## config.mk

```make
export PLATFORM = sky130hd
export DESIGN_NAME = operating_mode_select
export DESIGN_NICKNAME = d
export VERILOG_FILES = /design/src/rtl/operating_mode_select.v /design/src/rtl/mode_decode.v /design/src/rtl/strap_capture.v
export VERILOG_INCLUDE_DIRS = /design/src /design/src/common
export SDC_FILE = /design/constraint.sdc
export NUM_CORES = 1
export LEC_CHECK = 0
export BUFFER_PORTS_ARGS = -buffer_cell sky130_fd_sc_hd__buf_2
export CAP_MARGIN = 30
export CORE_MARGIN = 2
export CORE_UTILIZATION = 54
export CTS_BUF_LIST = sky130_fd_sc_hd__clkbuf_8 sky130_fd_sc_hd__clkbuf_16
export CTS_CLUSTER_DIAMETER = 120
export DETAILED_ROUTE_END_ITERATION = 16
export PLACE_DENSITY = 0.9
export SYNTH_ARGS = -nofsm -noshare
export SYNTH_HDL_FRONTEND = slang
export SYNTH_SLANG_ARGS = --single-unit
```

## constraint.sdc

```tcl
create_clock -name mclk_in -period 5.1 [get_ports mclk_in]
set_clock_uncertainty 0.15 [all_clocks]
set_input_delay 0.765 -clock mclk_in [delete_from_list [all_inputs] [get_ports mclk_in]]
set_output_delay 0.765 -clock mclk_in [all_outputs]
set_load 0.05 [all_outputs]
```

## src/common/opmode_consts.vh

```
`ifndef OPMODE_CONSTS_VH
`define OPMODE_CONSTS_VH

// Register offsets
`define OFS_MODE 4'h0
`define OFS_PORT_E_ASSIGN 4'h1
`define OFS_BUS_CTRL 4'h2
`define OFS_INT_CTRL 4'h3
`define OFS_STATUS 4'h4
`define OFS_MEMMAP 4'h5

// Mode register fields
`define MODE_HIGH_BIT 7
`define MODE_MID_BIT 6
`define MODE_LOW_BIT 5
`define MODE_VIS_BIT 3

// Port E assignment fields
`define PEA_PIPE_BIT 5
`define PEA_LSTRB_BIT 4
`define PEA_RDW_BIT 2

// Bus control fields
`define BUS_STRETCH_BIT 0

// Interrupt control fields
`define INT_MASKABLE_BIT 1
`define INT_NONMASK_BIT 0

// Mode codes {high, mid, low}
`define MODE_SPECIAL_SINGLE 3'h0
`define MODE_EMUL_NARROW 3'h1
`define MODE_EMUL_WIDE 3'h3
`define MODE_NORMAL_SINGLE 3'h4
`define MODE_NORMAL_NARROW 3'h5
`define MODE_NORMAL_WIDE 3'h7

// Reset values
`define RST_BUS_CTRL 8'h01
`define RST_INT_CTRL 8'h00
`define RST_PORT_E_ASSIGN 8'h00

// Default memory maps per mode
`define MAP_SINGLE 8'h01
`define MAP_NARROW 8'h02
`define MAP_WIDE 8'h03
`define MAP_TEST 8'h00

`endif

```

## src/rtl/operating_mode_select.v

```verilog
// Overview of operation
// - Straps latched into mode bits at reset release
// - Decode six user modes from three straps
// - Mid one, low zero codes are factory test
// - Each mode selects default map and bus
// - Debug active at once only in special single
// - Mode bits readable, changes only restricted
// - Protect bits in normal, relax in special
// - Both interrupt inputs inhibited at reset
// - Bus clock stretch set by reset, user modes
// - Mode pins pull down in reset, float after
// - Normal single-chip mode register writable once
// - Single-chip port E enables reset, ineffective
`timescale 1ns/1ps
`default_nettype none
`include "opmode_consts.vh"
module operating_mode_select (
  // Clock and reset
  input wire mclk_in,
  input wire rst_in,
  // Mode straps
  input wire mode_strap_high_in,
  input wire mode_strap_mid_in,
  input wire mode_strap_low_in,
  // Register port
  input wire [3:0] addr_in,
  input wire [7:0] wdata_in,
  input wire wr_in,
  input wire rd_in,
  output reg [7:0] rdata_out,
  // Serial debug activation command
  input wire debug_cmd_in,
  // Mode status
  output reg [2:0] mode_out,
  output reg special_mode_out,
  output reg factory_test_out,
  output reg background_debug_active_out,
  output reg [7:0] memmap_out,
  output reg expanded_narrow_out,
  output reg expanded_wide_out,
  output reg internal_visibility_out,
  // Port E control
  output reg queue_track_enable_out,
  output reg low_strobe_pin_enable_out,
  output reg read_write_pin_enable_out,
  output reg bus_clock_stretch_out,
  output reg maskable_int_enable_out,
  output reg nonmaskable_interrupt_pin_enable_out,
  output reg int_pins_pullup_out,
  output reg mode_pins_pulldown_out
);
  wire [2:0] code;
  wire release_pulse;
  wire dec_special;
  wire dec_single;
  wire dec_narrow;
  wire dec_wide;
  wire dec_test;
  wire [7:0] dec_map;
  reg [2:0] mode_reg;
  reg vis_reg;
  reg mode_written_reg;
  reg pipe_status_enable_reg;
  reg low_strobe_enable_reg;
  reg read_write_enable_reg;
  reg bus_clock_stretch_reg;
  reg int_ctrl_m_reg;
  reg int_ctrl_x_reg;
  reg debug_active_reg;
  reg [7:0] rdata_next;
  wire [2:0] wr_mode;
  wire mode_wr;
  wire pea_wr;
  // Reset images, named so single bits can be picked out of them
  localparam [7:0] RST_BUS = `RST_BUS_CTRL;
  localparam [7:0] RST_INT = `RST_INT_CTRL;

  strap_capture u_cap (
    .mclk_in(mclk_in),
    .rst_in(rst_in),
    .mode_strap_high_in(mode_strap_high_in),
    .mode_strap_mid_in(mode_strap_mid_in),
    .mode_strap_low_in(mode_strap_low_in),
    .code_out(code),
    .release_out(release_pulse)
  );

  mode_decode u_dec (
    .code_in(mode_reg),
    .special_out(dec_special),
    .single_out(dec_single),
    .narrow_out(dec_narrow),
    .wide_out(dec_wide),
    .factory_test_out(dec_test),
    .memmap_out(dec_map)
  );

  assign wr_mode = {wdata_in[`MODE_HIGH_BIT], wdata_in[`MODE_MID_BIT],
                    wdata_in[`MODE_LOW_BIT]};
  assign mode_wr = wr_in && (addr_in == `OFS_MODE);
  assign pea_wr = wr_in && (addr_in == `OFS_PORT_E_ASSIGN);

  // Mode register and one-time write
  always @(posedge mclk_in) begin
    if (rst_in) begin
      mode_reg <= 3'h0;
      vis_reg <= 1'b0;
      mode_written_reg <= 1'b0;
    end else if (release_pulse) begin
      mode_reg <= code;
      vis_reg <= 1'b0;
      mode_written_reg <= 1'b0;
    end else if (mode_wr) begin
      if (mode_reg == `MODE_NORMAL_SINGLE) begin
        // Only first write counts, only to normal expanded modes
        if (!mode_written_reg) begin
          mode_written_reg <= 1'b1;
          if (wr_mode == `MODE_NORMAL_NARROW ||
              wr_mode == `MODE_NORMAL_WIDE) begin
            mode_reg <= wr_mode;
          end
          vis_reg <= wdata_in[`MODE_VIS_BIT];
        end
      end else if (dec_special && !dec_test) begin
        // Special modes may switch among non-test codes
        if (!(wr_mode[1] & ~wr_mode[0])) begin
          mode_reg <= wr_mode;
        end
        vis_reg <= wdata_in[`MODE_VIS_BIT];
      end else if (!mode_written_reg) begin
        // Normal expanded and test modes: visibility written once (kept only in wide), mode locked
        mode_written_reg <= 1'b1;
        vis_reg <= wdata_in[`MODE_VIS_BIT] & dec_wide;
      end
    end
  end

  // Port E assignment and bus control
  always @(posedge mclk_in) begin
    if (rst_in) begin
      pipe_status_enable_reg <= 1'b0;
      low_strobe_enable_reg <= 1'b0;
      read_write_enable_reg <= 1'b0;
      bus_clock_stretch_reg <= RST_BUS[`BUS_STRETCH_BIT];
      int_ctrl_m_reg <= RST_INT[`INT_MASKABLE_BIT];
      int_ctrl_x_reg <= RST_INT[`INT_NONMASK_BIT];
    end else begin
      if (pea_wr && !dec_test) begin
        pipe_status_enable_reg <= wdata_in[`PEA_PIPE_BIT];
        low_strobe_enable_reg <= wdata_in[`PEA_LSTRB_BIT];
        read_write_enable_reg <= wdata_in[`PEA_RDW_BIT];
      end
      if (wr_in && addr_in == `OFS_BUS_CTRL) begin
        bus_clock_stretch_reg <= wdata_in[`BUS_STRETCH_BIT];
      end
      if (wr_in && addr_in == `OFS_INT_CTRL) begin
        int_ctrl_m_reg <= wdata_in[`INT_MASKABLE_BIT];
        int_ctrl_x_reg <= wdata_in[`INT_NONMASK_BIT];
      end
    end
  end

  // Background debug activation
  always @(posedge mclk_in) begin
    if (rst_in) begin
      debug_active_reg <= 1'b0;
    end else if (release_pulse) begin
      debug_active_reg <= (code == `MODE_SPECIAL_SINGLE);
    end else if (debug_cmd_in) begin
      debug_active_reg <= 1'b1;
    end
  end

  // Read data mux
  always @* begin
    rdata_next = 8'h00;
    if (addr_in == `OFS_MODE) begin
      rdata_next[`MODE_HIGH_BIT] = mode_reg[2];
      rdata_next[`MODE_MID_BIT] = mode_reg[1];
      rdata_next[`MODE_LOW_BIT] = mode_reg[0];
      rdata_next[`MODE_VIS_BIT] = vis_reg;
    end else if (addr_in == `OFS_PORT_E_ASSIGN) begin
      rdata_next[`PEA_PIPE_BIT] = pipe_status_enable_reg;
      rdata_next[`PEA_LSTRB_BIT] = low_strobe_enable_reg;
      rdata_next[`PEA_RDW_BIT] = read_write_enable_reg;
    end else if (addr_in == `OFS_BUS_CTRL) begin
      rdata_next[`BUS_STRETCH_BIT] = bus_clock_stretch_reg;
    end else if (addr_in == `OFS_INT_CTRL) begin
      rdata_next[`INT_MASKABLE_BIT] = int_ctrl_m_reg;
      rdata_next[`INT_NONMASK_BIT] = int_ctrl_x_reg;
    end else if (addr_in == `OFS_STATUS) begin
      rdata_next = {4'h0, dec_test, debug_active_reg, mode_written_reg,
                    dec_special};
    end else if (addr_in == `OFS_MEMMAP) begin
      rdata_next = dec_map;
    end
  end

  // Registered outputs
  always @(posedge mclk_in) begin
    if (rst_in) begin
      rdata_out <= 8'h00;
      mode_out <= 3'h0;
      special_mode_out <= 1'b0;
      factory_test_out <= 1'b0;
      background_debug_active_out <= 1'b0;
      memmap_out <= 8'h00;
      expanded_narrow_out <= 1'b0;
      expanded_wide_out <= 1'b0;
      internal_visibility_out <= 1'b0;
      queue_track_enable_out <= 1'b0;
      low_strobe_pin_enable_out <= 1'b0;
      read_write_pin_enable_out <= 1'b0;
      bus_clock_stretch_out <= 1'b1;
      maskable_int_enable_out <= 1'b0;
      nonmaskable_interrupt_pin_enable_out <= 1'b0;
      int_pins_pullup_out <= 1'b1;
      mode_pins_pulldown_out <= 1'b1;
    end else begin
      rdata_out <= rd_in ? rdata_next : 8'h00;
      mode_out <= mode_reg;
      special_mode_out <= dec_special;
      factory_test_out <= dec_test;
      background_debug_active_out <= debug_active_reg;
      memmap_out <= dec_map;
      expanded_narrow_out <= dec_narrow & !dec_test;
      expanded_wide_out <= dec_wide & !dec_test;
      internal_visibility_out <= vis_reg & (dec_wide | (dec_special &
                                 dec_narrow));
      // Enables have no pin effect in single-chip or test modes
      queue_track_enable_out <= pipe_status_enable_reg & !dec_single &
                                !dec_test;
      low_strobe_pin_enable_out <= low_strobe_enable_reg & dec_wide &
                                   !dec_test;
      read_write_pin_enable_out <= read_write_enable_reg & !dec_single &
                                   !dec_test;
      bus_clock_stretch_out <= bus_clock_stretch_reg;
      maskable_int_enable_out <= int_ctrl_m_reg;
      nonmaskable_interrupt_pin_enable_out <= int_ctrl_x_reg;
      int_pins_pullup_out <= ~int_ctrl_m_reg | ~int_ctrl_x_reg;
      mode_pins_pulldown_out <= 1'b0;
    end
  end
endmodule
`default_nettype wire

```

## src/rtl/mode_decode.v

```verilog
`timescale 1ns/1ps
`default_nettype none
`include "opmode_consts.vh"
module mode_decode (
  // Mode code
  input wire [2:0] code_in,
  // Decoded class
  output wire special_out,
  output wire single_out,
  output wire narrow_out,
  output wire wide_out,
  output wire factory_test_out,
  output wire [7:0] memmap_out
);
  // Mid set with low clear is factory
  assign factory_test_out = code_in[1] & ~code_in[0];
  // High clear marks special and emulation modes
  assign special_out = ~code_in[2];
  assign single_out = ~code_in[1] & ~code_in[0];
  assign narrow_out = ~code_in[1] & code_in[0];
  assign wide_out = code_in[1] & code_in[0];
  // Per-mode default memory map
  assign memmap_out = factory_test_out ? `MAP_TEST :
                      single_out ? `MAP_SINGLE :
                      narrow_out ? `MAP_NARROW : `MAP_WIDE;
endmodule
`default_nettype wire

```

## src/rtl/strap_capture.v

```verilog
`timescale 1ns/1ps
`default_nettype none
module strap_capture (
  // Clock and reset
  input wire mclk_in,
  input wire rst_in,
  // Straps
  input wire mode_strap_high_in,
  input wire mode_strap_mid_in,
  input wire mode_strap_low_in,
  // Captured code
  output reg [2:0] code_out,
  output reg release_out
);
  reg rst_d_reg;
  // Latch straps at the reset release edge
  always @(posedge mclk_in) begin
    rst_d_reg <= rst_in;
    release_out <= rst_d_reg & ~rst_in;
    if (rst_d_reg & ~rst_in) begin
      code_out <= {mode_strap_high_in, mode_strap_mid_in, mode_strap_low_in};
    end else if (rst_in) begin
      code_out <= 3'h0;
    end
  end
endmodule
`default_nettype wire

```

-- Yosys cells after proc, flatten, opt, wreduce, memory -nomap -nowiden
Cells that the tools add are included.
- reductions and logical operators: 23
- eq/ne operators: 14
- bitwise logic cells: 27
- muxes and demuxes: 36
- operators by type and width (operator ; count):
    $mux W8 ; 7
    $mux W3 ; 10
    $and A1 B1 Y1 ; 17
    $mux W1 ; 14
    $eq A3 B3 Y1 const B ; 3
    $eq A4 B2 Y1 const B ; 2
    $eq A4 B3 Y1 const B ; 2
    $not A1 Y1 ; 8
    $mux W7 ; 1
    $logic_and A1 B1 Y1 ; 6
    $mux W2 ; 3
    $mux W6 ; 1
    $ne A3 B2 Y1 const B ; 2
    $reduce_bool A2 Y1 ; 3
    $reduce_and A5 Y1 ; 1
    $reduce_or A5 Y1 ; 1
    $eq A4 B1 Y1 const B ; 1
    $logic_not A4 Y1 ; 1
    $ne A2 B2 Y1 const B ; 2
    $reduce_or A2 Y1 ; 2
    $reduce_or A4 Y1 ; 1
    $logic_not A3 Y1 ; 1
    $ne A3 B1 Y1 const B ; 1
    $reduce_and A3 Y1 ; 1
    other kinds (7) ; 9
- output and inout port bits: 33
- logic and storage cells: 133
- bits in registers: 50
- input port bits: 20

-- Logic depth before layout (Yosys ltp)
Gate-level depths: netlist (run 1).
- depth in word-level cells: 14
- depth in mapped cells: 6
- gate-level depth less buffers: 6

-- Cells and area by module
From an unflattened synthesis (run 1), not the netlist that was laid out.
- cells, all modules: 201
- area total of the unflattened synthesis: 2013.2 µm²
- by module, submodules not included (module ; seq. area each (µm²) ; cells each ; instances ; area an instance (µm²)):
    operating_mode_select ; 900.9 ; 175 ; 1 ; 1720.4
    strap_capture ; 130.1 ; 10 ; 1 ; 175.2
    mode_decode ; 0.0 ; 16 ; 1 ; 117.6

-- Worst setup path after synthesis (run 1)
Ideal clock, no wire load.
- path type: input to register
- start point: in addr_in[2]
- end point: reg mode_reg[2]
- slack: 3.058 ns
- required time: 4.818 ns
- path buffers: 1
- stages on the path: 5
- arrival time: 1.760 ns
- setup time: 0.132 ns
- cells stage by stage: buf_6 or3b_4 a2111oi_4 and3_1 nor4_2
- longest elaborated chain between the ends: 4
- RTL lines (item ; line ; text):
    start: declaration ; operating_mode_select.v:26 ; input wire [3:0] addr_in,
    $logic_not A4 Y1 (no source line) ; -- ;
    $logic_and A1 B1 Y1 ; operating_mode_select.v:100 ; assign mode_wr = wr_in && (addr_in == `OFS_MODE);
    $reduce_bool A2 Y1 (no source line) ; -- ;
    $reduce_and A5 Y1 (no source line) ; -- ;
    end signal: assignment ; operating_mode_select.v:110 ; mode_reg <= code;
    end signal: assignment ; operating_mode_select.v:120 ; mode_reg <= wr_mode;
    end signal: assignment ; operating_mode_select.v:127 ; mode_reg <= wr_mode;
    end: declaration ; operating_mode_select.v:60 ; reg [2:0] mode_reg;
No other way between the ends.
A chain may end at the register's enable or synchronous reset.

-- Worst setup path after layout (run 1)
- start point: reg mode_reg[0]
- end point: reg mode_reg[2]
- longest elaborated chain between the ends: 6
- elaborated cells on any way between the ends: 13
- classes of those cells: eq/ne (4); mux (3); bitwise (2); reduce/logical (4)
- RTL lines (item ; line ; text):
    $not A1 Y1 ; mode_decode.v:16 ; assign factory_test_out = code_in[1] & ~code_in[0];
    $and A1 B1 Y1 ; mode_decode.v:16 ;
    $logic_not A1 Y1 ; operating_mode_select.v:124 ; end else if (dec_special && !dec_test) begin
    $logic_and A1 B1 Y1 ; operating_mode_select.v:124 ;
    $reduce_bool A3 Y1 (no source line) ; -- ;
    $reduce_and A5 Y1 (no source line) ; -- ;
Several ways; a longest one is shown, not always the timed one. The select of a mux whose other input is x is not followed.

==> summary.txt, run 1 <==
Power
  • Sw frac: 0.263
  • Peak supply drop: approximately 0.18 mV
  • Clock network power share: 0.362
  • Flop pwr share: 0.513
  • LEAKAGE: around 0.00094 uW
  • Sw Pwr: roughly 180 uW
  • Int Power: around 510 uW
  • Cell Pwr Density: about 330 nW/um^2
  • Logic pwr share: 0.126

Setup path
  • Critical path capture point type: flip-flop
  • CP max stage cell: dfxtp_1
  • CP Buf/Inv Count: 1
  • Worst reg2reg setup slack: just under 3000 ps
  • Crit path kind: flip-flop to flip-flop
  • CP required: approximately 5100 ps
  • Worst-path maximum fanout: 8
  • Critical R2R Launch: mode_reg[0]
  • Worst setup path startpoint: mode_reg[0]
  • Startpoint Class: flip-flop
  • Arr. time, crit path: around 2200 ps
  • Worst-path cell chain: inv_1 -> ha_1 -> and2_1 -> a32o_1 -> a211oi_1 -> nor4_2
  • Slowest cell delay on critical path: just over 500 ps
  • CP delay by family, top: compound AO/OA/AOI/OAI gates

Worst hold path
  • Hold_sp: int_ctrl_x_reg
  • Worst hold path class: flip-flop to flip-flop

Clock tree
  • Setup bufs post-CTS: 0
  • Num CTS Buffers: 5
  • CTS Hold Bufs: 0
  • CTS-repair resized insts: 0
  • CTS Buffer Depth: 2
  • Worst-Skew Late Latency: 300 ps
  • TritonCTS Sinks: 43
  • Root buffer cell: clkbuf_8
  • CTS clk-pin slew, worst paths: approximately 80 ps
  • Number of H-tree levels: 2
  • CTS tree: built

Synthesis
  • Area share of the largest cell type after synthesis: 0.445
  • Cell area after synthesis: ~1800 um^2
  • Count leader, synth: dfxtp_1
  • EDFF count, synth: 3
  • Yosys reg bits: 43
  • Mean Syn Cell Area: around 10 um^2
  • Syn Inst Count: between 150 and 200
  • Post-synth top cells: 40 x dfxtp_1, 17 x nor2_1, 10 x mux2i_1, 10 x nor2b_1, 7 x nand2_1
  • Main synth FF type: dfxtp_1
  • Top cells by area, synth: dfxtp_1 45%, mux2i_1 5.6%, edfxtp_1 5.0%
  • Sequential share of the synthesized area: 0.495
  • Yosys warning total: 0
  • Async S/R FF share, synth: 0
  • Area leader, netlist: dfxtp_1
  • Netlist cell types: between 40 and 50

Final layout
  • Layout cells sized above 1: 0.297
  • Ant. Diodes: 0
  • Area of the multi-input gates: ~820 um^2
  • Most flops, register: rdata_out
  • Final Util: 0.685
  • # fillers: approximately 270
  • Final std cells w/o fill: 263
  • Register area: 891 um^2
  • Nets: around 240
  • Synth-to-layout area growth: 18.2%
  • Max reg flops: 8

STA
  • Tmin final: 2150 ps
  • Worst-margin pin slew: just under 600 ps
  • Final WS setup: 2950 ps
  • Final Hold Viols: 0
  • F_max: 0.464 GHz
  • Setup TNS: 0 ps
  • Setup violators final: 0
  • Final Slew Violations: 0
  • Slew headroom: 0.613
  • Unrepaired setup endpoints after global routing: false
  • Tcrit/Tclk final: 0.422

Drt
  • Wire length per cell after detailed routing: around 13 um
  • # DRC: 0
  • DR pass1 iterations: 4
  • Initial DRC count: 40
  • DR vias/cell: approximately 5.3
  • Routed vias: between 1k and 1.5k
  • DRT antenna net count: 0
  • Aggregate routed wire length: between 3000 and 4000 um

Floorplan
  • Die Area: approximately 3800 um^2
  • Die W: 61.7 um
  • Ports: 53
  • Core Footprint: about 3100 um^2
  • Std-Cell Rows: 20
  • Die Height: 61.7 um
  • Initial Util: 0.579

GRT
  • Grt total ovfl: 0
  • Vias in the first global route: 1,283
  • First-pass GRT wire length: ~6000 um
  • Largest net degree at the start of global routing: 35
  • Antenna violations before repair: 0
  • GRT Total Usage: 0.215

Placed design
  • Pre-CTS setup slack: 2900 ps
  • RePlAce Congestion: approximately 0.8
  • Buffers added on ports: 46
  • Placed Cells: 255
  • DP Wirelength: 2480 um

Job
  • Max-cap violations: 0

Status
  • Outcome: complete, no violations
-- placed cells by master (no fill, tap or decap), types with 2 or more instances in the layout --
| master | instances |
|---|---|
| buf_2 | 46 |
| dfxtp_1 | 40 |
| nor2_1 | 17 |
| nor2b_1 | 10 |
| mux2i_1 | 10 |
| nand2_1 | 7 |
| nor3_1 | 6 |
| and2_1 | 6 |
| ha_1 | 6 |
| conb_1 | 6 |
| clkbuf_8 | 6 |
| a21oi_1 | 5 |
| inv_1 | 4 |
| nor3b_1 | 4 |
| and3_1 | 4 |
| nand3_1 | 4 |
| or2_2 | 3 |
| a211oi_1 | 3 |
| edfxtp_1 | 3 |
| o211ai_1 | 2 |
| a31oi_1 | 2 |
| nand2b_1 | 2 |
| nor3_4 | 2 |
-- through the flow --
step           total power [uW]  hold slack, ps  area [um^2]
2_1_floorplan               434             229         1820
3_3_place_gp                451             253         2010
3_5_place_dp                452             254         2010
4_1_cts                     700             271         2130
5_1_grt                     729             280         2130
6_report                    698             273         2130
-- logic make-up (layout without fill, tap and decap cells) --
logic type	Yosys count	in the layout	share of synthesized area
simple gates	76	76	0.255
flops	43	43	0.495
compound gates	20	20	0.0926
buf+inv	17	58	0.0578
mux	10	10	0.0557
fa+ha+maj	6	6	0.0418
other cells	1	6	0.00209
-- layer usage --
layer	vias to the layer above	track usage	routed length [um]
li1	680	-	-
met1	648	0.275	1530
met2	47	0.340	1690
met3	6	0.0725	245
met4	0	0.0790	46
met5	-	0	0
-- path summary, 6_finish.rpt --
path	end	cells after the start
worst max-delay path	mode_reg[2]	6
worst min-delay path	int_pins_pullup_out	1
worst max register to register	mode_reg[2]	6
worst min register to register	int_pins_pullup_out	1
-- power by group through the flow --
| stage | sequential (uW) | clock, uW | combinational (uW) |
|---|---|---|---|
| 2_1_floorplan | 381 | 0 | 53.4 |
| 3_3_place_gp | 365 | 0 | 85.7 |
| 3_5_place_dp | 365 | 0 | 86.6 |
| 4_1_cts | 357 | 255 | 87.6 |
| 5_1_grt | 359 | 274 | 95.4 |
| 6_report | 358 | 252 | 87.6 |
-- final cells by class --
cell class	instances	area share
Sequential cell	43	0.419
Multi-Input combinational cell	118	0.387
Timing Repair Buffer	46	0.108
Clock buffer	7	0.0506
Tap cell	44	0.0259
Inverter	4	0.00706
Clock inverter	1	0.00235
No activity file was read; power rests on OpenSTA's default activity.
==> run 2: changes to the inputs <==
--- a/config.mk
+++ b/config.mk
@@ -9,11 +9,11 @@
 export BUFFER_PORTS_ARGS = -buffer_cell sky130_fd_sc_hd__buf_2
 export CAP_MARGIN = 30
 export CORE_MARGIN = 2
-export CORE_UTILIZATION = 54
+export CORE_UTILIZATION = 50
 export CTS_BUF_LIST = sky130_fd_sc_hd__clkbuf_8 sky130_fd_sc_hd__clkbuf_16
 export CTS_CLUSTER_DIAMETER = 120
 export DETAILED_ROUTE_END_ITERATION = 16
-export PLACE_DENSITY = 0.9
+export PLACE_DENSITY = 0.85
 export SYNTH_ARGS = -nofsm -noshare
 export SYNTH_HDL_FRONTEND = slang
 export SYNTH_SLANG_ARGS = --single-unit
==> constraint.sdc (replaced) <==
create_clock -name mclk_in -period 2.01 [get_ports mclk_in]
set_clock_uncertainty 0.15 [all_clocks]
set_input_delay 0.3015 -clock mclk_in [delete_from_list [all_inputs] [get_ports mclk_in]]
set_output_delay 0.3015 -clock mclk_in [all_outputs]
set_load 0.05 [all_outputs]
==> run 2 against run 1 <==
Worst setup slack got worse by 2700 ps. Sequential power increased to 2.5 times the previous value. Final cell count increased by 1.9%. Maximum frequency increased by 19%. Sequential share of layout area decreased by 0.19 points. Largest cell class unchanged.
==> summary.txt, run 2 (same netlist as run 1, synthesis figures left out) <==
STA
  • Unrepaired setup endpoints after global routing: false (unchanged)
  • Final Slew Violations: 0 (unchanged)
  • Tcrit/Tclk final: 0.901 (was 0.422)
  • Final Hold Viols: 0 (unchanged)
  • F_max: 0.552 GHz (was 0.464 GHz)
  • Tmin final: 1810 ps (was 2150 ps)
  • Setup TNS: 0 ps (unchanged)
  • Setup violators final: 0 (unchanged)

Worst hold path
  • Worst hold path class: input pin to flip-flop (was flip-flop to flip-flop)

Power
  • Peak supply drop: 0.321 mV (was 0.182 mV)
  • Cell Pwr Density: 767 nW/um^2 (was 328 nW/um^2)
  • LEAKAGE: 0.000950 uW (was 0.000939 uW)

Setup path
  • Arr. time, crit path: 1870 ps (was 2170 ps)
  • Critical Path End: mode_reg[2] (unchanged)
  • Critical path capture point type: flip-flop (unchanged)
  • FF-to-FF End: mode_reg[2] (unchanged)
  • Worst setup path startpoint: mode_reg[0] (unchanged)
  • Startpoint Class: flip-flop (unchanged)
  • CP required: 2070 ps (was 5110 ps)
  • Critical R2R Launch: mode_reg[0] (unchanged)
  • Worst-path maximum fanout: 5 (was 8)
  • Crit path kind: flip-flop to flip-flop (unchanged)
  • R2r worst-path depth: 6 (unchanged)
  • Worst reg2reg setup slack: 200 ps (was 2950 ps)

GRT
  • First-pass GRT wire length: 5500 um (was 5920 um)
  • Antenna violations before repair: 0 (unchanged)
  • GRT Total Usage: 0.177 (was 0.215)
  • Largest net degree at the start of global routing: 34 (was 35)
  • Grt total ovfl: 0 (unchanged)
  • Vias in the first global route: 1,221 (was 1,283)

Floorplan
  • Die Area: 4090 um^2 (was 3810 um^2)
  • Ports: 53 (unchanged)
  • Initial Util: 0.530 (was 0.579)
  • Die W: 64.0 um (was 61.7 um)
  • Core Footprint: 3390 um^2 (was 3100 um^2)
  • Std-Cell Rows: 21 (was 20)
  • Die Height: 64.0 um (was 61.7 um)

Job
  • Max-cap violations: 0 (unchanged)

Clock tree
  • TritonCTS Sinks: 43 (unchanged)
  • Number of H-tree levels: 2 (unchanged)
  • CTS tree: built (unchanged)
  • Root buffer cell: clkbuf_8 (unchanged)
  • CTS clk-pin slew, worst paths: 80 ps (about the same)
  • Num CTS Buffers: 5 (unchanged)
  • CTS Buffer Depth: 2 (unchanged)
  • Worst-Skew Late Latency: 290 ps (was 300 ps)

Final layout
  • Max reg flops: 8 (unchanged)
  • Most frequent cells in the layout: 46 x buf_2, 39 x dfxtp_1, 17 x nor2_1 (was 46 x buf_2, 40 x dfxtp_1, 17 x nor2_1)
  • Ant. Diodes: 0 (unchanged)
  • Most flops, register: rdata_out (unchanged)
  • Layout cells sized above 1: 0.306 (was 0.297)
  • Final std cells w/o fill: 268 (was 263)
  • Most common cell after layout, fill and taps aside: buf_2 (unchanged)
  • Nets: 247 (was 244)
  • # fillers: 297 (was 272)
  • Synth-to-layout area growth: 18.9% (was 18.2%)

Drt
  • Aggregate routed wire length: 3390 um (was 3510 um)
  • DR pass1 iterations: 4 (unchanged)
  • DR vias/cell: 5.03 (was 5.25)
  • Routed vias: 1,348 (was 1,381)
  • # DRC: 0 (unchanged)
  • Initial DRC count: 45 (was 40)
  • DRT antenna net count: 0 (unchanged)
  • Wire length per cell after detailed routing: 12.7 um (was 13.3 um)

Placed design
  • DP Wirelength: 2550 um (was 2480 um)
  • RePlAce Congestion: 0.847 (was 0.794)
  • Placed Cells: 260 (was 255)
  • Buffers added on ports: 46 (unchanged)

Status
  • Outcome: complete, no violations (unchanged)
## run 2: cell count changes in the layout (fill, tap and decap cells not counted), sizes merged
cell,delta
clkbuf,-2
inv,+2
buf,+3
## run 2: repair_timing
action / in CTS / in global routing
setup endpoints to repair: 0 / 1
hold endpoints to repair: 0 / 0
hold buffers: 0 / 0
buffers inserted: 0 / 0
gates resized for setup: 0 / 2
## run 2: worst min path at each step
stage               slack [ps]                     end  depth (start not counted)      startpoint
finish                      90          int_ctrl_m_reg                          3     wdata_in[1]
global route               110   bus_clock_stretch_reg                          3     wdata_in[0]
CTS                         90          int_ctrl_m_reg                          3     wdata_in[1]
detailed placement         270     int_pins_pullup_out                          1  int_ctrl_x_reg
global placement           260     int_pins_pullup_out                          1  int_ctrl_x_reg
floorplan                  180  mode_pins_pulldown_out                          0          rst_in
## run 2: critical path, stage by stage (launching register included)
cell and delay, ps:
dfxtp_1 330, inv_1 100, ha_1 260, and2_1 210
a32o_1 310, and3_1 190, nor4_2 190
## run 2: layout make-up
cell class,count,area (um^2),area share
multi-input combinational,118,827,0.387
clock buffer,5,68.8,0.0322
timing repair buffer,49,265,0.124
tap,46,57.6,0.0269
clock inverter,3,12.5,0.00585
inverter,4,15.0,0.00702
sequential,43,892,0.417
## run 2: metal layers
layer	track usage	vias to the layer above	wire length (um)
met2	0.280	58	1560
li1	-	685	-
met4	0.0815	0	59
met3	0.0563	5	261
met5	0	-	0
met1	0.219	600	1510
## run 2: power by group
part           internal (uW)  total, uW  switching, uW
clock                    233        500            267
sequential               887        906           19.1
combinational           75.2        234            158
## run 2: stage by stage
step	worst slack (ps)	util	instance area [um^2]	hold WS, ps	total power, uW
after floorplan	104	-	1820	179	1100
after global placement	211	0.605	2050	259	1150
after detailed placement	106	0.605	2050	269	1160
after CTS	95.8	0.629	2130	87.8	1650
after global routing	68.7	0.631	2140	106	1710
final	198	0.631	2140	92.0	1640
==> run 3: changes to the inputs <==
--- a/config.mk
+++ b/config.mk
@@ -9,11 +9,13 @@
 export BUFFER_PORTS_ARGS = -buffer_cell sky130_fd_sc_hd__buf_2
 export CAP_MARGIN = 30
 export CORE_MARGIN = 2
-export CORE_UTILIZATION = 50
+export CORE_UTILIZATION = 52
 export CTS_BUF_LIST = sky130_fd_sc_hd__clkbuf_8 sky130_fd_sc_hd__clkbuf_16
 export CTS_CLUSTER_DIAMETER = 120
 export DETAILED_ROUTE_END_ITERATION = 16
-export PLACE_DENSITY = 0.85
+export PLACE_DENSITY = 0.86
+export REMOVE_ABC_BUFFERS = 1
 export SYNTH_ARGS = -nofsm -noshare
 export SYNTH_HDL_FRONTEND = slang
+export SYNTH_HIERARCHICAL = 1
 export SYNTH_SLANG_ARGS = --single-unit
==> run 3 against run 2 <==
Sequential cell count rose by 7. Via count increased by 10%. Design area increased by 11%. Combinational power is 8.5% lower. Maximum frequency is 5.8% higher. Die area up 7.2%. Routed wire length up 8.9%. Synthesized cell count rose by 16%. Worst setup slack improved by 100 ps. Clock-buffer cell count increased by 1. Non-clock buffer count is 7 higher.
==> summary.txt, run 3 <==
Final layout
  • # fillers: 325 (was 297)
  • Area of the multi-input gates: 870 um^2 (was 827 um^2)
  • Synth-to-layout area growth: 17.8% (was 18.9%)
  • Layout cells sized above 1: 0.295 (was 0.306)
  • Most frequent cells in the layout: 52 x buf_2, 47 x dfxtp_1, 20 x nor2_1 (was 46 x buf_2, 39 x dfxtp_1, 17 x nor2_1)
  • Register area: 1030 um^2 (was 892 um^2)
  • Final std cells w/o fill: 302 (was 268)
  • Nets: 277 (was 247)
  • Most common cell after layout, fill and taps aside: buf_2 (unchanged)
  • Ant. Diodes: 0 (unchanged)
  • Largest registers: memmap_out x8, rdata_out x8

Status
  • Outcome: complete, no violations (unchanged)

Synthesis
  • Area leader, netlist: dfxtp_1 (unchanged)
  • Count leader, synth: dfxtp_1 (unchanged)
  • Mean Syn Cell Area: 10.0 um^2 (was 10.4 um^2)
  • Yosys warning total: 6 (was 0)
  • Top cells by area, synth: dfxtp_1 47%, mux2i_1 6.0%, nor2b_1 5.9% (was dfxtp_1 45%, mux2i_1 5.6%, edfxtp_1 5.0%)
  • Netlist cell types: 42 (was 45)
  • Syn Inst Count: 201 (was 173)
  • Yosys reg bits: 50 (was 43)
  • Main synth FF type: dfxtp_1 (unchanged)
  • Async S/R FF share, synth: 0 (unchanged)
  • Area share of the largest cell type after synthesis: 0.467 (was 0.445)
  • Cell area after synthesis: 2010 um^2 (was 1800 um^2)
  • Post-synth top cells: 47 x dfxtp_1, 20 x nor2_1, 19 x nor2b_1 (was 40 x dfxtp_1, 17 x nor2_1, 10 x mux2i_1, 10 x nor2b_1, 7 x nand2_1)
  • Sequential share of the synthesized area: 0.512 (was 0.495)
  • EDFF count, synth: 3 (unchanged)

Placed design
  • Buffers added on ports: 52 (was 46)
  • RePlAce Congestion: 0.867 (was 0.847)
  • Placed Cells: 294 (was 260)
  • DP Wirelength: 2770 um (was 2550 um)

Clock tree
  • CTS tree: built (unchanged)
  • CTS Hold Bufs: 0 (unchanged)
  • CTS-repair resized insts: 0 (unchanged)
  • CTS clk-pin slew, worst paths: 80 ps (about the same)
  • Number of H-tree levels: 2 (unchanged)
  • Setup bufs post-CTS: 0 (unchanged)
  • TritonCTS Sinks: 50 (was 43)
  • Worst-Skew Late Latency: 300 ps (was 290 ps)
  • CTS Buffer Depth: 2 (unchanged)
  • Num CTS Buffers: 5 (unchanged)
  • Root buffer cell: clkbuf_8 (unchanged)

STA
  • Unrepaired setup endpoints after global routing: false (unchanged)
  • Tcrit/Tclk final: 0.852 (was 0.901)
  • Tmin final: 1710 ps (was 1810 ps)
  • F_max: 0.584 GHz (was 0.552 GHz)
  • Setup violators final: 0 (unchanged)
  • Final Hold Viols: 0 (unchanged)
  • Final Slew Violations: 0 (unchanged)
  • Setup TNS: 0 ps (unchanged)

Floorplan
  • Die Area: 4390 um^2 (was 4090 um^2)
  • Initial Util: 0.546 (was 0.530)
  • Die Height: 66.2 um (was 64.0 um)
  • Core Footprint: 3690 um^2 (was 3390 um^2)
  • Std-Cell Rows: 22 (was 21)
  • Ports: 53 (unchanged)
  • Die W: 66.2 um (was 64.0 um)

Setup path
  • CP delay by family, top: flip-flops (was simple AND/OR/NAND/NOR gates)
  • Critical path capture point type: flip-flop (unchanged)
  • Crit path kind: flip-flop to flip-flop (unchanged)
  • CP Buf/Inv Count: 0 (was 1)
  • Startpoint Class: flip-flop (unchanged)
  • Worst-path cell chain: ha_1 -> nand2b_1 -> nor3_2 -> o21a_1 -> a211o_1 (was inv_1 -> ha_1 -> and2_1 -> a32o_1 -> and3_1 -> nor4_2)
  • Slowest cell delay on critical path: 500 ps (was 330 ps)
  • CP max stage cell: dfxtp_1 (unchanged)
  • Arr. time, crit path: 1760 ps (was 1870 ps)
  • Worst-path maximum fanout: 7 (was 5)
  • CP required: 2060 ps (was 2070 ps)

Job
  • Max-cap violations: 0 (unchanged)

Drt
  • DR pass1 iterations: 4 (unchanged)
  • Aggregate routed wire length: 3700 um (was 3390 um)
  • Wire length per cell after detailed routing: 12.2 um (was 12.7 um)
  • Routed vias: 1,483 (was 1,348)
  • DR vias/cell: 4.91 (was 5.03)
  • DRT antenna net count: 0 (unchanged)
  • # DRC: 0 (unchanged)
  • Initial DRC count: 54 (was 45)

GRT
  • GRT Total Usage: 0.186 (was 0.177)
  • Vias in the first global route: 1,350 (was 1,221)
  • Grt total ovfl: 0 (unchanged)
  • Antenna violations before repair: 0 (unchanged)
  • Largest net degree at the start of global routing: 24 (was 34)
  • First-pass GRT wire length: 6100 um (was 5500 um)

Power
  • LEAKAGE: 0.00112 uW (was 0.000950 uW)
  • Peak supply drop: 0.533 mV (was 0.321 mV)
  • Cell Pwr Density: 792 nW/um^2 (was 767 nW/um^2)

Worst hold path
  • Worst hold path class: input pin to flip-flop (unchanged)
-- run 3: cell types whose count changed in the layout (fill, tap and decap cells not counted), sizes merged, moves of 4 or more --
| cell | before | now |
|---|---|---|
| nor2b | 10 | 19 |
| buf | 49 | 56 |
| dfxtp | 40 | 47 |
| nand2 | 7 | 12 |
| a21oi | 5 | 9 |
| and3b | 0 | 4 |
| nor2 | 17 | 21 |
-- run 3: area by class of cell --
| type | instances | share of cell area |
|---|---|---|
| inverters | 5 | 0.00792 |
| multi-input cells | 135 | 0.367 |
| flip-flops and latches | 50 | 0.435 |
| well taps | 48 | 0.0253 |
| clock buffers | 6 | 0.0396 |
| repair buffers | 56 | 0.122 |
| clock inverters | 2 | 0.00317 |
-- run 3: metal layers --
| layer | vias up | GRT usage | part of all wire | wire [um] |
|---|---|---|---|---|
| li1 | 761 | - | - | - |
| met1 | 676 | 0.217 | 0.44 | 1620 |
| met2 | 39 | 0.310 | 0.48 | 1770 |
| met3 | 7 | 0.0579 | 0.062 | 228 |
| met4 | 0 | 0.0842 | 0.020 | 74 |
| met5 | - | 0 | 0 | 0 |
-- run 3: path summary, 6_finish.rpt --
kind | from | endpoint | slack, ps | cells after the start
worst max-delay path | mode_reg[1] | mode_reg[1] | 300 | 5
worst min-delay path | wdata_in[0] | bus_clock_stretch_reg | 80 | 3
worst max register to register | mode_reg[1] | mode_reg[1] | 300 | 5
worst min register to register | int_ctrl_x_reg | int_pins_pullup_out | 270 | 1
-- run 3: stage by stage --
| stage | area, um^2 | hold WS, ps | utilization | setup WS (ps) | total power [uW] |
|---|---|---|---|---|---|
| 6_report | 2370 | 80.7 | 0.643 | 298 | 1880 |
| 3_5_place_dp | 2270 | 255 | 0.615 | 332 | 1280 |
| 3_3_place_gp | 2270 | 255 | 0.615 | 365 | 1280 |
| 4_1_cts | 2370 | 75.6 | 0.643 | 314 | 1890 |
| 2_1_floorplan | 1920 | 179 | - | 254 | 1200 |
| 5_1_grt | 2370 | 96.4 | 0.643 | 179 | 1950 |
-- run 3: worst min-delay path: stages --
cell and delay (ps):
buf_2 90, mux2i_1 60, nand2b_1 60
-- run 3: cells by family (layout without fill, tap and decap cells) --
kind of cell               count (synthesis)  in the layout  share of synthesized area
adders and majority gates                  4              4                     0.0249
muxes                                     14             14                     0.0709
AOI/OAI and AO/OA                         21             21                     0.0671
buffers and inverters                     21             69                     0.0653
other                                      1              6                    0.00186
and+or+nand+nor                           90             90                      0.258
DFF                                       50             50                      0.512
-- run 3: where the power goes --
part           internal, uW  switching (uW)  total, uW
Sequential             1030            15.0       1040
Clock                   312             308        620
Combinational          74.0             140        214
